**config.mk**
```make
export PLATFORM = sky130hd
export DESIGN_NAME = mib_dev_flat
export DESIGN_NICKNAME = d
export VERILOG_FILES = /design/src/logic/mib_pkg.sv /design/src/logic/mib_link_if.sv /design/src/logic/mib_dev.sv /design/src/flat_wrapper.sv
export SDC_FILE = /design/constraint.sdc
export NUM_CORES = 1
export LEC_CHECK = 0
export ABC_CLOCK_PERIOD_IN_PS = 2500
export BUFFER_PORTS_ARGS = -buffer_cell sky130_fd_sc_hd__buf_2
export CORE_ASPECT_RATIO = 1.75
export CORE_MARGIN = 2
export CORE_UTILIZATION = 55
export CTS_CLUSTER_DIAMETER = 30
export CTS_CLUSTER_SIZE = 14
export DETAILED_ROUTE_END_ITERATION = 8
export GPL_ROUTABILITY_DRIVEN = 0
export PLACE_DENSITY = 0.89
export SYNTH_ARGS = -nofsm -noshare
export SYNTH_HDL_FRONTEND = slang
export SYNTH_SLANG_ARGS = --single-unit
```
**constraint.sdc**
```tcl
create_clock -name hclk -period 2.5 [get_ports hclk]
set_clock_uncertainty 0.2 [all_clocks]
set_input_delay 0.125 -clock hclk [delete_from_list [all_inputs] [get_ports hclk]]
set_output_delay 0.125 -clock hclk [all_outputs]
set_load 0.01 [all_outputs]
```
**src/logic/mib_pkg.sv**
```systemverilog
package mib_pkg;
   // ****************************************
   // Mode register addresses
   // ****************************************
   localparam logic [7:0] MR_ADDR_INFO = 8'h00;
   localparam logic [7:0] MR_ADDR_FEAT = 8'h01;
   localparam logic [7:0] MR_ADDR_CAL = 8'h0A;
   localparam logic [7:0] UNDEF_RDATA = 8'hA5;
   // ****************************************
   // Field codes
   // ****************************************
   localparam logic [2:0] INFO_RSVD = 3'h0;
   localparam logic INFO_TYPE_S4 = 1'h0;
   localparam logic INFO_DNV_NONE = 1'h0;
   localparam logic [1:0] RZQ_NOT_RUN = 2'h0;
   localparam logic [1:0] RZQ_SUPPLY_OR_FLOAT = 2'h1;
   localparam logic [1:0] RZQ_GROUND = 2'h2;
   localparam logic [1:0] RZQ_PASSED = 2'h3;
   localparam logic [1:0] PIN_RESISTOR = 2'h0;
   localparam logic [1:0] PIN_SUPPLY = 2'h1;
   localparam logic [1:0] PIN_FLOAT = 2'h2;
   localparam logic [1:0] PIN_GROUND = 2'h3;
   localparam logic [2:0] BL4 = 3'h2;
   localparam logic [2:0] BL8 = 3'h3;
   localparam logic [2:0] BL16 = 3'h4;
   localparam logic [3:0] MASK_BL4 = 4'h3;
   localparam logic [3:0] MASK_BL8 = 4'h7;
   localparam logic [3:0] MASK_BL16 = 4'hF;
   localparam logic [3:0] NWR_OFFSET = 4'h2;
   localparam logic [8:0] NWR_MIN = 9'h003;
   localparam logic [8:0] NWR_MAX = 9'h008;
   localparam logic [7:0] FEAT_RESET = 8'h22;
   // ****************************************
   // Column limits for no-wrap starts
   // ****************************************
   localparam logic BUS_X16 = 1'h1;
   localparam logic [9:0] COL_FULL_X16 = 10'h3FE;
   localparam logic [9:0] COL_SUB_X16 = 10'h1FE;
   // ****************************************
   // Timing
   // ****************************************
   localparam int CLK_PERIOD_NS = 10;
   localparam int AUTO_INIT_NS = 1000;
   localparam int CAL_NS = 360;
   localparam logic [15:0] AUTO_INIT_CYCLES = 16'((AUTO_INIT_NS + CLK_PERIOD_NS - 1) / CLK_PERIOD_NS);
   localparam logic [7:0] CAL_CYCLES = 8'((CAL_NS + CLK_PERIOD_NS - 1) / CLK_PERIOD_NS);
   localparam logic [8:0] CLK_NS9 = 9'(CLK_PERIOD_NS);
   // ****************************************
   // Controller registers
   // ****************************************
   localparam logic [3:0] REG_MR_CMD = 4'h0;
   localparam logic [3:0] REG_STATUS = 4'h4;
   localparam logic [3:0] REG_BURST = 4'h8;
   localparam logic [3:0] REG_FEATURE = 4'hC;
   localparam logic [31:0] WORD_ZERO = 32'h0000_0000;
   typedef enum logic [1:0] {CTL_IDLE, CTL_MR_WAIT, CTL_BURST_WAIT} mib_state_t;
endpackage

```
**src/logic/mib_link_if.sv**
```systemverilog
`timescale 1ns/100ps
interface mib_link_if;
   logic mr_valid;
   logic mr_write;
   logic [7:0] mr_addr;
   logic [7:0] mr_wdata;
   logic mr_ack;
   logic [7:0] mr_rdata;
   logic dqs;
   logic col_valid;
   logic col_write;
   logic col_ap;
   logic [9:1] col_addr;
   logic beat_valid;
   logic [9:0] beat_col;
   logic burst_done;
   logic precharge_start;
   modport dev (
      input mr_valid, mr_write, mr_addr, mr_wdata, col_valid, col_write, col_ap, col_addr,
      output mr_ack, mr_rdata, dqs, beat_valid, beat_col, burst_done, precharge_start
   );
   modport ctl (
      output mr_valid, mr_write, mr_addr, mr_wdata, col_valid, col_write, col_ap, col_addr,
      input mr_ack, mr_rdata, dqs, beat_valid, beat_col, burst_done, precharge_start
   );
endinterface

```
**src/logic/mib_dev.sv**
```systemverilog
// How it works
// - Info bit 0 high while auto-init runs
// - Info bits 1 and 2 read zero
// - Bits 4:3 carry resistor self-test result
// - Self-test result updates when calibration ends
// - Pin tied to supply reports 01
// - Results 01/10 lock out further calibration
// - No resistor: ignore calibration, default trim
// - Burst length codes 4/8/16, default 4
// - Bit 4 picks wrap; no-wrap only BL4
// - Precharge starts write-recovery cycles after a write burst with auto-precharge
// - Column bit 0 not sent, taken zero
// - BL4 wrap orders 0123 or 2301
// - BL8 sequential modulo 8 or XOR
// - BL16 sequential modulo 16 only
// - No-wrap BL4 counts up from start
// - Controller avoids page-crossing no-wrap starts
// - Reserved bits read zero
// - Writes to info register ignored
// - Write-only reads give filler, strobe toggles
`timescale 1ns/100ps
module mib_dev (
   input wire logic hclk,
   input wire logic hresetn,
   input wire logic [1:0] cal_pin_sense,
   output logic factory_trim_used,
   output logic cal_busy,
   mib_link_if.dev link
);
   logic [15:0] init_cnt_q;
   logic [7:0] cal_cnt_q;
   logic cal_act_q;
   logic [1:0] rzq_q;
   logic ftrim_q;
   logic [7:0] cfg_q;
   logic mr_ack_q;
   logic [7:0] mr_rdata_q;
   logic dqs_q;
   logic [7:0] info;
   logic cal_locked, cal_go;
   logic [1:0] rzq_new;
   logic act_q, wr_q, ap_q, int_q, nw_q;
   logic [3:0] mask_q, beat_q, nwr_q, wr_cnt_q;
   logic [9:0] start_q, beat_col_q, col_d;
   logic [3:0] low;
   logic beat_valid_q, done_q, pre_q;
   logic [3:0] mask_d;

   // ****************************************
   // Auto-initialisation
   // ****************************************
   always_ff @(posedge hclk or negedge hresetn)
      if (!hresetn)
         init_cnt_q <= mib_pkg::AUTO_INIT_CYCLES;
      else if (init_cnt_q != 16'h0000)
         init_cnt_q <= init_cnt_q - 16'h0001;

   // ****************************************
   // Resistor self test
   // ****************************************
   always_comb
   begin
      cal_locked = rzq_q == mib_pkg::RZQ_SUPPLY_OR_FLOAT || rzq_q == mib_pkg::RZQ_GROUND;
      cal_go = link.mr_valid && link.mr_write && link.mr_addr == mib_pkg::MR_ADDR_CAL
               && !cal_act_q && !cal_locked;
      unique case (cal_pin_sense)
         mib_pkg::PIN_RESISTOR: rzq_new = mib_pkg::RZQ_PASSED;
         mib_pkg::PIN_SUPPLY: rzq_new = mib_pkg::RZQ_SUPPLY_OR_FLOAT;
         mib_pkg::PIN_FLOAT: rzq_new = mib_pkg::RZQ_SUPPLY_OR_FLOAT;
         mib_pkg::PIN_GROUND: rzq_new = mib_pkg::RZQ_GROUND;
      endcase
   end

   // Pin level is sampled only at the end, so a late assembly fix still counts
   always_ff @(posedge hclk or negedge hresetn)
      if (!hresetn)
      begin
         cal_act_q <= 1'h0;
         cal_cnt_q <= 8'h00;
         rzq_q <= mib_pkg::RZQ_NOT_RUN;
         ftrim_q <= 1'h0;
      end
      else if (cal_go)
      begin
         cal_act_q <= 1'h1;
         cal_cnt_q <= mib_pkg::CAL_CYCLES;
      end
      else if (cal_act_q)
      begin
         if (cal_cnt_q == 8'h01)
         begin
            cal_act_q <= 1'h0;
            rzq_q <= rzq_new;
            ftrim_q <= rzq_new != mib_pkg::RZQ_PASSED;
         end
         else
            cal_cnt_q <= cal_cnt_q - 8'h01;
      end

   assign factory_trim_used = ftrim_q;
   assign cal_busy = cal_act_q;

   // ****************************************
   // Mode register access
   // ****************************************
   assign info = {mib_pkg::INFO_RSVD, rzq_q, mib_pkg::INFO_DNV_NONE,
                  mib_pkg::INFO_TYPE_S4, init_cnt_q != 16'h0000};

   always_ff @(posedge hclk or negedge hresetn)
      if (!hresetn)
      begin
         mr_ack_q <= 1'h0;
         mr_rdata_q <= 8'h00;
         dqs_q <= 1'h0;
      end
      else
      begin
         mr_ack_q <= link.mr_valid;
         if (link.mr_valid && !link.mr_write)
         begin
            mr_rdata_q <= (link.mr_addr == mib_pkg::MR_ADDR_INFO) ? info : mib_pkg::UNDEF_RDATA;
            dqs_q <= !dqs_q;
         end
      end

   // Info register has no write path at all
   always_ff @(posedge hclk or negedge hresetn)
      if (!hresetn)
         cfg_q <= mib_pkg::FEAT_RESET;
      else if (link.mr_valid && link.mr_write && link.mr_addr == mib_pkg::MR_ADDR_FEAT)
         cfg_q <= link.mr_wdata;

   assign link.mr_ack = mr_ack_q;
   assign link.mr_rdata = mr_rdata_q;
   assign link.dqs = dqs_q;

   // ****************************************
   // Burst ordering
   // ****************************************
   always_comb
   begin
      unique case (cfg_q[2:0])
         mib_pkg::BL8: mask_d = mib_pkg::MASK_BL8;
         mib_pkg::BL16: mask_d = mib_pkg::MASK_BL16;
         default: mask_d = mib_pkg::MASK_BL4; // Reserved codes fall back to 4
      endcase
      low = int_q ? (start_q[3:0] ^ beat_q) : 4'(start_q[3:0] + beat_q);
      if (nw_q)
         col_d = 10'(start_q + {6'h00, beat_q});
      else
         col_d = {start_q[9:4], (start_q[3:0] & ~mask_q) | (low & mask_q)};
   end

   always_ff @(posedge hclk or negedge hresetn)
      if (!hresetn)
      begin
         act_q <= 1'h0;
         wr_q <= 1'h0;
         ap_q <= 1'h0;
         int_q <= 1'h0;
         nw_q <= 1'h0;
         mask_q <= mib_pkg::MASK_BL4;
         nwr_q <= 4'h0;
         start_q <= 10'h000;
         beat_q <= 4'h0;
         beat_col_q <= 10'h000;
         beat_valid_q <= 1'h0;
         done_q <= 1'h0;
      end
      else
      begin
         beat_valid_q <= act_q;
         done_q <= 1'h0;
         if (!act_q && link.col_valid)
         begin
            act_q <= 1'h1;
            start_q <= {link.col_addr, 1'h0};
            beat_q <= 4'h0;
            wr_q <= link.col_write;
            ap_q <= link.col_ap;
            mask_q <= mask_d;
            int_q <= cfg_q[3];
            nw_q <= cfg_q[4];
            nwr_q <= 4'({1'h0, cfg_q[7:5]} + mib_pkg::NWR_OFFSET);
         end
         else if (act_q)
         begin
            beat_col_q <= col_d;
            if (beat_q == mask_q)
            begin
               act_q <= 1'h0;
               done_q <= 1'h1;
            end
            else
               beat_q <= beat_q + 4'h1;
         end
      end

   // ****************************************
   // Write recovery before precharge
   // ****************************************
   always_ff @(posedge hclk or negedge hresetn)
      if (!hresetn)
      begin
         wr_cnt_q <= 4'h0;
         pre_q <= 1'h0;
      end
      else
      begin
         pre_q <= wr_cnt_q == 4'h1;
         if (act_q && beat_q == mask_q && wr_q && ap_q)
            wr_cnt_q <= nwr_q;
         else if (wr_cnt_q != 4'h0)
            wr_cnt_q <= wr_cnt_q - 4'h1;
      end

   assign link.beat_valid = beat_valid_q;
   assign link.beat_col = beat_col_q;
   assign link.burst_done = done_q;
   assign link.precharge_start = pre_q;
endmodule

```
**src/flat_wrapper.sv**
```systemverilog
// flat-port wrapper written by rule: the top's interface ports become plain ports
module mib_dev_flat 
  (hclk, hresetn, cal_pin_sense, factory_trim_used, cal_busy, link_mr_valid, link_mr_write, link_mr_addr, link_mr_wdata, link_col_valid, link_col_write, link_col_ap, link_col_addr, link_mr_ack, link_mr_rdata, link_dqs, link_beat_valid, link_beat_col, link_burst_done, link_precharge_start);
  mib_link_if link_i ();
  input wire logic hclk;
  input wire logic hresetn;
  input wire logic [1:0] cal_pin_sense;
  output logic factory_trim_used;
  output logic cal_busy;
  input wire logic [$bits(link_i.mr_valid)-1:0] link_mr_valid;
  input wire logic [$bits(link_i.mr_write)-1:0] link_mr_write;
  input wire logic [$bits(link_i.mr_addr)-1:0] link_mr_addr;
  input wire logic [$bits(link_i.mr_wdata)-1:0] link_mr_wdata;
  input wire logic [$bits(link_i.col_valid)-1:0] link_col_valid;
  input wire logic [$bits(link_i.col_write)-1:0] link_col_write;
  input wire logic [$bits(link_i.col_ap)-1:0] link_col_ap;
  input wire logic [$bits(link_i.col_addr)-1:0] link_col_addr;
  output wire logic [$bits(link_i.mr_ack)-1:0] link_mr_ack;
  output wire logic [$bits(link_i.mr_rdata)-1:0] link_mr_rdata;
  output wire logic [$bits(link_i.dqs)-1:0] link_dqs;
  output wire logic [$bits(link_i.beat_valid)-1:0] link_beat_valid;
  output wire logic [$bits(link_i.beat_col)-1:0] link_beat_col;
  output wire logic [$bits(link_i.burst_done)-1:0] link_burst_done;
  output wire logic [$bits(link_i.precharge_start)-1:0] link_precharge_start;
  assign link_i.mr_valid = link_mr_valid;
  assign link_i.mr_write = link_mr_write;
  assign link_i.mr_addr = link_mr_addr;
  assign link_i.mr_wdata = link_mr_wdata;
  assign link_i.col_valid = link_col_valid;
  assign link_i.col_write = link_col_write;
  assign link_i.col_ap = link_col_ap;
  assign link_i.col_addr = link_col_addr;
  assign link_mr_ack = link_i.mr_ack;
  assign link_mr_rdata = link_i.mr_rdata;
  assign link_dqs = link_i.dqs;
  assign link_beat_valid = link_i.beat_valid;
  assign link_beat_col = link_i.beat_col;
  assign link_burst_done = link_i.burst_done;
  assign link_precharge_start = link_i.precharge_start;
  mib_dev u_core (.hclk(hclk), .hresetn(hresetn), .cal_pin_sense(cal_pin_sense), .factory_trim_used(factory_trim_used), .cal_busy(cal_busy), .link(link_i));
endmodule
```
==> impl_metrics.ini, run 1 <==
[pwr]
leakagePower_nw = 2.45
peakVddDrop_uv = 516
power.density_nw_per_um2 = 871

[sta]
fmax_mhz = 418
finalMaxSlewViolations = 0
max-slew-margin-rel = 0.552
setup_violations = 0
tightest_slew_ns = 0.670
rsz0062_at_grt = false
min_period_ns = 2.39
period_share = 0.958
tns_ns = 0
final_hold_viol_count = 0

[run_status]
status = finished clean

[setup_path]
critical_path_required_ns = 2.48
rr_worst_depth = 4
r2r_slack_ns = 0.34
max_stage_delay_ns = 0.61
reg2reg_from = u_core.cal_cnt_q[3]
r2r-end = u_core.cal_cnt_q[0]
cp_slowest_cell = dlygate4sd3_1
crit_path_max_fanout = 4
critPathLaunchType = input pin
critPathBufInv = 3
cp_cell_sequence = dlygate4sd3_1 -> buf_2 -> or4_4 -> dlygate4sd3_1 -> o41ai_2 -> mux2i_1
crit_family = buffers and inverters
crit_path_frequent_cell = dlygate4sd3_1
cp_data_arrival_time_ns = 2.38
worstSetupPathType = input pin to register
end_kind = register

[clock_tree]
h-tree-depth = 3
cts_tree = yes
postCtsSetupRepairBufs = 0
cts_made_buffers = 9
path_clk_slew_ns = 0.06
clock_sinks = 83
root_buffer = clkbuf_16
clkLatencyLatePin_ns = 0.34
clockBufferDepth = 2

[drt]
wire_per_inst_um = 15.7
drtPass1Iterations = 4
via_count = 3170
viasPerCell = 5.59
ant_nets = 0
drc = 0
routed_wl_mm = 8.93
drt_iter0_drc = 143

[logic_synthesis]
yosysMostFrequentCell = dfrtp_1
syn_area_per_cell_sq_um = 10.4
syn_area_sq_um = 4000
yosys-top-cells-count = 78 x dfrtp_1, 65 x nand2_1, 28 x nor2_1, 19 x o21ai_0
ys.flop_type = dfrtp_1
syn_inst = 383
synth_warnings = 0
synth_edf_count = 0
async_flop_share = 1.00
seq_area_frac_synth = 0.521
synth_seq_cells = 83
synthTopCellsByArea = dfrtp_1 49%, nand2_1 6.1%, ha_1 4.4%
synth_cell_type_count = 50
synth_area_leader_cell = dfrtp_1
synthDominantCellAreaShare = 0.488

[grt]
grt_pass1_vias = 3225
grt_usage = 0.249
overflow = 0
grt_pass1_wl_mm = 14.8
antenna_found_initial = 0
grt_max_degree = 50

[finish]
fill_cells = 479
areaGrowthSynthToFinish_pct = 25.3
nNetsFinal = 525
antenna_cells = 0
drive_above_1_share = 0.212
utilization = 0.703

[flow_run]
cap_violations = 0

[placement]
dp_hpwl_mm = 6.06
numPortBuffers = 56

[die]
placementRows = 41
start_util = 0.561
boundaryPins = 59
die_h_um = 117
dieArea_sq_um = 8000
die_w_um = 68.5
core-area_sq_um = 7130

[min_path]
min_path_type = input pin to asynchronous set/reset pin
==> layout by cell type (no fill, tap or decap), types with 4 or more instances in the layout <==
| master | instances |
|---|---|
| mux2_2 | 6 |
| mux2_4 | 8 |
| inv_1 | 15 |
| o31ai_1 | 4 |
| xnor2_1 | 15 |
| ha_1 | 14 |
| dfstp_2 | 5 |
| nor4_1 | 8 |
| buf_2 | 55 |
| nor3_1 | 6 |
| dfrtp_1 | 78 |
| nor2b_1 | 8 |
| xor2_1 | 12 |
| nand3_1 | 10 |
| or3_1 | 7 |
| a21oi_1 | 14 |
| buf_4 | 5 |
| o21ai_0 | 19 |
| nor2_1 | 28 |
| dlygate4sd3_1 | 32 |
| clkbuf_16 | 9 |
| nand2_1 | 65 |
| mux2i_1 | 5 |
| nand4_1 | 4 |
==> registers in the layout (all words and copies together), names as in the netlist, 2 cells and up <==
register and count:
u_core.init_cnt_q 16, u_core.beat_q 4, u_core.link.mr_rdata 4, u_core.wr_cnt_q 4
u_core.cfg_q 8, u_core.mask_q 2, u_core.nwr_q 4, u_core.rzq_q 2
u_core.start_q 9, u_core.cal_cnt_q 8, u_core.link.beat_col 10
==> cell families (layout without fill, tap and decap cells) <==
logic type | count (synthesis) | count (layout) | share of synthesized area
buffers and inverters | 27 | 124 | 0.0310
DFF | 83 | 83 | 0.521
xor gates and xnor gates | 27 | 27 | 0.0591
other | 1 | 2 | 0.000937
AOI/OAI and AO/OA | 53 | 53 | 0.0797
adders and majority gates | 15 | 15 | 0.0488
and+or+nand+nor | 158 | 158 | 0.200
muxes | 19 | 19 | 0.0594
==> worst reg2reg max path: stages, from the launching register on <==
cell	delay [ns]
dfrtp_1	0.42
or4_4	0.59
o31ai_1	0.48
o41ai_2	0.19
mux2i_1	0.19
==> metrics by stage <==
step	setup WS [ns]	hold WS (ns)	power, W	instance area [sq um]	std cells
2_1_floorplan	0.607	-0.371	0.00258	4010	384
3_3_place_gp	0.487	-0.110	0.00288	4380	519
3_5_place_dp	0.408	-0.0979	0.00296	4380	519
4_1_cts	0.0473	0.0910	0.00438	5010	567
5_1_grt	0.0680	0.136	0.00463	5010	567
6_report	0.105	0.0780	0.00437	5010	567
==> how the worst max path moves through the flow <==
stage	endpoint	slack [ns]	cells after the start	startpoint
floorplan	u_core.init_cnt_q[1]	0.61	4	u_core.init_cnt_q[11]
global placement	u_core.cfg_q[3]	0.49	4	link_mr_addr[2]
detailed placement	u_core.link.beat_col[9]	0.41	7	u_core.beat_q[1]
CTS	u_core.cal_cnt_q[0]	0.05	6	link_mr_addr[6]
global route	u_core.cal_cnt_q[0]	0.07	6	link_mr_addr[6]
finish	u_core.cal_cnt_q[0]	0.11	6	link_mr_addr[6]
==> area by class of cell <==
type / instances / area, sq um / share of cell area
multi-input combinational: 274 / 1810 / 0.360
inverter: 15 / 56.3 / 0.0112
timing repair buffer: 93 / 653 / 0.130
clock buffer: 14 / 274 / 0.0546
clock inverter: 2 / 35.0 / 0.00699
tap: 86 / 108 / 0.0215
sequential: 83 / 2080 / 0.415
==> routing by layer <==
layer / GRT usage / vias up / wire length, um
li1: - / 1509 / -
met1: 0.261 / 1551 / 3350
met2: 0.455 / 85 / 4910
met3: 0.0497 / 25 / 341
met4: 0.121 / 0 / 325
met5: 0 / - / 0
==> where the power goes <==
part           switching, W  internal (W)  total, W
combinational      0.000589      0.000527   0.00112
clock              0.000509      0.000855   0.00136
sequential         0.000246       0.00164   0.00189
total               0.00134       0.00302   0.00437
==> timing repair <==
item                                   4_1_cts  5_1_grt
hold buffers                                32        0
setup endpoints to repair                    0        2
endpoints found under the hold margin      110        0
resized for setup                            0        1
Note: power is estimated with default switching activity, not from simulation.
==> inputs of run 2 (changes only) <==
--- a/config.mk
+++ b/config.mk
@@ -5,7 +5,7 @@
 export SDC_FILE = /design/constraint.sdc
 export NUM_CORES = 1
 export LEC_CHECK = 0
-export ABC_CLOCK_PERIOD_IN_PS = 2500
+export ABC_CLOCK_PERIOD_IN_PS = 3100
 export BUFFER_PORTS_ARGS = -buffer_cell sky130_fd_sc_hd__buf_2
 export CORE_ASPECT_RATIO = 1.75
 export CORE_MARGIN = 2
==> constraint.sdc (replaced) <==
create_clock -name hclk -period 3.1 [get_ports hclk]
set_clock_uncertainty 0.2 [all_clocks]
set_input_delay 0.155 -clock hclk [delete_from_list [all_inputs] [get_ports hclk]]
set_output_delay 0.155 -clock hclk [all_outputs]
set_load 0.01 [all_outputs]
==> run 2 against run 1 <==
Via count decreased by 3.1%. Sequential power shrank 20%. Count of clock-buffer cells in the layout fell by 2. Combinational power shrank 20%. Largest cell class unchanged. First-iteration DRC count fell by 7.7%. Sequential share of layout area is 0.74 points higher. Utilization is 1.2 points lower. Largest power group unchanged. Die area unchanged. Global-route usage shrank 0.98 points.
==> impl_metrics.ini, run 2 (same netlist as run 1, synthesis figures left out) <==
[run_status]
status = finished clean

[clock_tree]
cts_made_buffers = 9
h-tree-depth = 3
clock_sinks = 83
cts_tree = yes
clockBufferDepth = 2
path_clk_slew_ns = 0.06
cts_resized = 0
root_buffer = clkbuf_16
clkLatencyLatePin_ns = 0.33

[drt]
dr.max_layer_used = met4
routed-wl-met2_mm = 4.85
wire_per_inst_um = 15.5
drt-met1-wl_mm = 3.35
ant_nets = 0
drtPass1Iterations = 4
drc = 0
dr_wl_met3_um = 284
viasPerCell = 5.49
routed_wl_mm = 8.66
via_count = 3071
drt_iter0_drc = 132

[sta]
final_hold_viol_count = 0
max-slew-margin-rel = 0.329
min_period_ns = 2.57
tns_ns = 0
setup_violations = 0
rsz0062_at_grt = false
finalMaxSlewViolations = 0
fmax_mhz = 389
hold_slack_ns = 0.0270
tightest_slew_ns = 1.01
period_share = 0.830

[die]
core-area_sq_um = 7130
die_h_um = 117
die_w_um = 68.5
boundaryPins = 59
start_util = 0.561
dieArea_sq_um = 8000
placementRows = 41

[finish]
areaGrowthSynthToFinish_pct = 23.1
drive_above_1_share = 0.211
final_cell_mix = 78 x dfrtp_1, 65 x nand2_1, 55 x buf_2
final_common_cell = dfrtp_1
nNetsFinal = 517
final_area_sq_um = 4930
antenna_cells = 0
largest_register_ffs = 16
top_register = u_core.init_cnt_q

[setup_path]
crit_path_max_fanout = 5
critPathLaunchType = register
crit_start = u_core.cal_cnt_q[3]
worstSetupPathType = register to register
rr_worst_depth = 4
cp_data_arrival_time_ns = 2.59
reg2reg_from = u_core.cal_cnt_q[3]
critical_path_required_ns = 3.12
end_kind = register

[grt]
grt_usage = 0.239
antenna_found_initial = 0
grt_pass1_wl_mm = 14.2
grt_pass1_vias = 3116
grt_max_degree = 84
overflow = 0

[min_path]
hp-start = cal_pin_sense[0]
min_path_type = input pin to register
min_path_cells = 4

[placement]
placedInstanceArea_sq_um = 4340
dp_hpwl_mm = 5.88
numPortBuffers = 56

[pwr]
power.density_nw_per_um2 = 710
peakVddDrop_uv = 393
leakagePower_nw = 2.41

[flow_run]
cap_violations = 0
run 2: where the power goes:
group	switching [W]	internal (W)	total, W
Combinational	0.000480	0.000418	0.000898
Sequential	0.000188	0.00132	0.00151
Clock	0.000402	0.000686	0.00109
Total	0.00107	0.00243	0.00350
run 2: metrics by stage:
stage / power, W / utilization / std cells / setup slack [ns]
global route: 0.00373 / 0.691 / 559 / 0.378
CTS: 0.00353 / 0.691 / 559 / 0.529
detailed placement: 0.00239 / 0.609 / 516 / 0.964
floorplan: 0.00208 / - / 384 / 1.21
global placement: 0.00232 / 0.609 / 516 / 1.06
finish: 0.00350 / 0.691 / 559 / 0.526
run 2: routing by layer:
layer	track usage	up-vias
li1	-	1490
met1	0.256	1491
met2	0.435	72
met3	0.0392	18
met4	0.121	0
met5	0	-
run 2: layout make-up:
type                    count  area (sq um)
fillers                   482          2200
flip-flops and latches     83          2080
multi-input cells         274          1800
repair buffers             85           568
clock buffers              12           267
well taps                  86           108
inverters                  15          56.3
clock inverters             4          47.5
run 2: path summary, 6_finish.rpt:
path                                                  to  slack, ns
worst max-delay path                     u_core.cal_busy       0.53
worst min-delay path            u_core.factory_trim_used       0.03
worst max register to register           u_core.cal_busy       0.53
worst min register to register           u_core.link.dqs       0.27
max in group asynchronous                u_core.nwr_q[0]       1.71
min in group asynchronous               u_core.beat_q[1]       0.34
run 2: timing repair:
action,4_1_cts,5_1_grt
endpoints found under the hold margin,108,0
buffers inserted,0,0
hold buffers,27,0
run 2: worst max-delay path: stages, from the launching register on:
cell and delay [ns]:
dfrtp_1 0.43, or4_4 0.59, o31ai_1 0.43, o41ai_1 0.21
dlygate4sd3_1 0.59
==> inputs of run 3 (changes only) <==
--- a/config.mk
+++ b/config.mk
@@ -5,16 +5,16 @@
 export SDC_FILE = /design/constraint.sdc
 export NUM_CORES = 1
 export LEC_CHECK = 0
-export ABC_CLOCK_PERIOD_IN_PS = 3100
+export ABC_CLOCK_PERIOD_IN_PS = 2300
 export BUFFER_PORTS_ARGS = -buffer_cell sky130_fd_sc_hd__buf_2
 export CORE_ASPECT_RATIO = 1.75
 export CORE_MARGIN = 2
-export CORE_UTILIZATION = 55
+export CORE_UTILIZATION = 51
 export CTS_CLUSTER_DIAMETER = 30
 export CTS_CLUSTER_SIZE = 14
 export DETAILED_ROUTE_END_ITERATION = 8
 export GPL_ROUTABILITY_DRIVEN = 0
-export PLACE_DENSITY = 0.89
+export PLACE_DENSITY = 0.87
 export SYNTH_ARGS = -nofsm -noshare
 export SYNTH_HDL_FRONTEND = slang
 export SYNTH_SLANG_ARGS = --single-unit
==> constraint.sdc (replaced) <==
create_clock -name hclk -period 2.3 [get_ports hclk]
set_clock_uncertainty 0.2 [all_clocks]
set_input_delay 0.115 -clock hclk [delete_from_list [all_inputs] [get_ports hclk]]
set_output_delay 0.115 -clock hclk [all_outputs]
set_load 0.01 [all_outputs]
==> run 3 against run 2 <==
Global-route usage is 1.7 points lower. Flip-flop and latch count did not move. Utilization shrank 2.4 points. Via count rose by 2.1%. Critical path depth rose by 2. Hold slack improved by 0.059 ns. Critical path type is now input pin to register. Largest cell class unchanged. Largest power group unchanged. Highest routed layer unchanged.
==> impl_metrics.ini, run 3 (same netlist as run 1, synthesis figures left out) <==
[finish]
areaGrowthSynthToFinish_pct = 26.0
top_register = u_core.init_cnt_q
register_area_sq_um = 2080
largest_register_ffs = 16
final_common_cell = dfrtp_1
fill_cells = 533
multi_input_area_sq_um = 1810
drive_above_1_share = 0.219
antenna_cells = 0
nNetsFinal = 528
finalNonFillerCells = 572
final_cell_mix = 78 x dfrtp_1, 65 x nand2_1, 55 x buf_2

[die]
die_w_um = 71.0
boundaryPins = 59
start_util = 0.529
placementRows = 42
die_h_um = 121
core-area_sq_um = 7570
dieArea_sq_um = 8600

[placement]
dp_slack_ns = 0.240
placed_cells = 522
dp_hpwl_mm = 5.99
numPortBuffers = 56

[drt]
drc = 0
wire_per_inst_um = 15.6
via_count = 3136
routed_wl_mm = 8.90
drt_iter0_drc = 117
viasPerCell = 5.48
ant_nets = 0
drtPass1Iterations = 8

[setup_path]
critPathBufInv = 3
crit_path_frequent_cell = dlygate4sd3_1
cp_slowest_cell = dlygate4sd3_1
worstSetupPathType = input pin to register
critPathLaunchType = input pin
crit_path_max_fanout = 4
r2r_slack_ns = 0.15
max_stage_delay_ns = 0.59
crit_family = buffers and inverters
cp_data_arrival_time_ns = 2.26
critical_path_required_ns = 2.33
cp_cell_sequence = dlygate4sd3_1 -> buf_2 -> or4_4 -> nor4_2 -> dlygate4sd3_1 -> nor2_1
end_kind = register

[min_path]
min_path_type = input pin to asynchronous set/reset pin

[clock_tree]
clockBufferDepth = 2
cts_tree = yes
clock_sinks = 83
root_buffer = clkbuf_16
path_clk_slew_ns = 0.06
h-tree-depth = 3
postCtsSetupRepairBufs = 0
cts_made_buffers = 9
clkLatencyLatePin_ns = 0.34

[sta]
tightest_slew_ns = 0.708
max-slew-margin-rel = 0.527
period_share = 0.973
tns_ns = 0
rsz0062_at_grt = false
min_period_ns = 2.24
fmax_mhz = 447
final_hold_viol_count = 0
fin_ws_ns = 0.0617
setup_violations = 0
finalMaxSlewViolations = 0

[run_status]
status = finished clean

[grt]
grt_usage = 0.222
antenna_found_initial = 0
grt_max_degree = 46
grt_pass1_wl_mm = 14.8
grt_pass1_vias = 3206
overflow = 0

[pwr]
power.density_nw_per_um2 = 929
leakagePower_nw = 2.46
peakVddDrop_uv = 502

[flow_run]
cap_violations = 0
## run 3: what timing repair did
action | 4_1_cts | 5_1_grt
resized for setup | 0 | 2
hold buffers | 34 | 0
setup endpoints to repair | 0 | 1
hold endpoints to repair | 112 | 0
## run 3: report_power, final
| group | internal [W] | switching (W) |
|---|---|---|
| clock | 0.000869 | 0.000565 |
| combinational | 0.000573 | 0.000635 |
| sequential | 0.00178 | 0.000257 |
## run 3: layout make-up
type                    count  area share
inverters                  15      0.0112
clock buffers              10      0.0474
clock inverters             6      0.0129
multi-input cells         274       0.359
repair buffers             96       0.135
well taps                  88      0.0218
flip-flops and latches     83       0.413
## run 3: path summary, 6_finish.rpt
path | from | endpoint | cells after the start
min reg2reg | u_core.link.dqs | u_core.link.dqs | 1
max reg2reg | u_core.cal_cnt_q[3] | u_core.cal_cnt_q[1] | 4
max | link_mr_addr[2] | u_core.link.mr_rdata[5] | 6
max in group asynchronous | hresetn | u_core.init_cnt_q[2] | 3
min in group hclk | link_mr_addr[3] | u_core.cal_busy | 4
min | hresetn | u_core.link.burst_done | 2
## run 3: stage by stage
| step | total power [W] | util | hold WS [ns] | cell area, sq um |
|---|---|---|---|---|
| 2_1_floorplan | 0.00280 | - | -0.381 | 4010 |
| 3_3_place_gp | 0.00314 | 0.580 | -0.0893 | 4390 |
| 3_5_place_dp | 0.00321 | 0.580 | -0.0853 | 4390 |
| 4_1_cts | 0.00471 | 0.665 | 0.0863 | 5030 |
| 5_1_grt | 0.00497 | 0.667 | 0.125 | 5040 |
| 6_report | 0.00468 | 0.667 | 0.0860 | 5040 |
## run 3: routing by layer
layer | track usage | routed length, um | vias up | part of all wire
li1 | - | - | 1513 | -
met1 | 0.241 | 3450 | 1511 | 0.39
met2 | 0.406 | 4900 | 92 | 0.55
met3 | 0.0473 | 343 | 20 | 0.039
met4 | 0.0991 | 206 | 0 | 0.023
met5 | 0 | 0 | - | 0
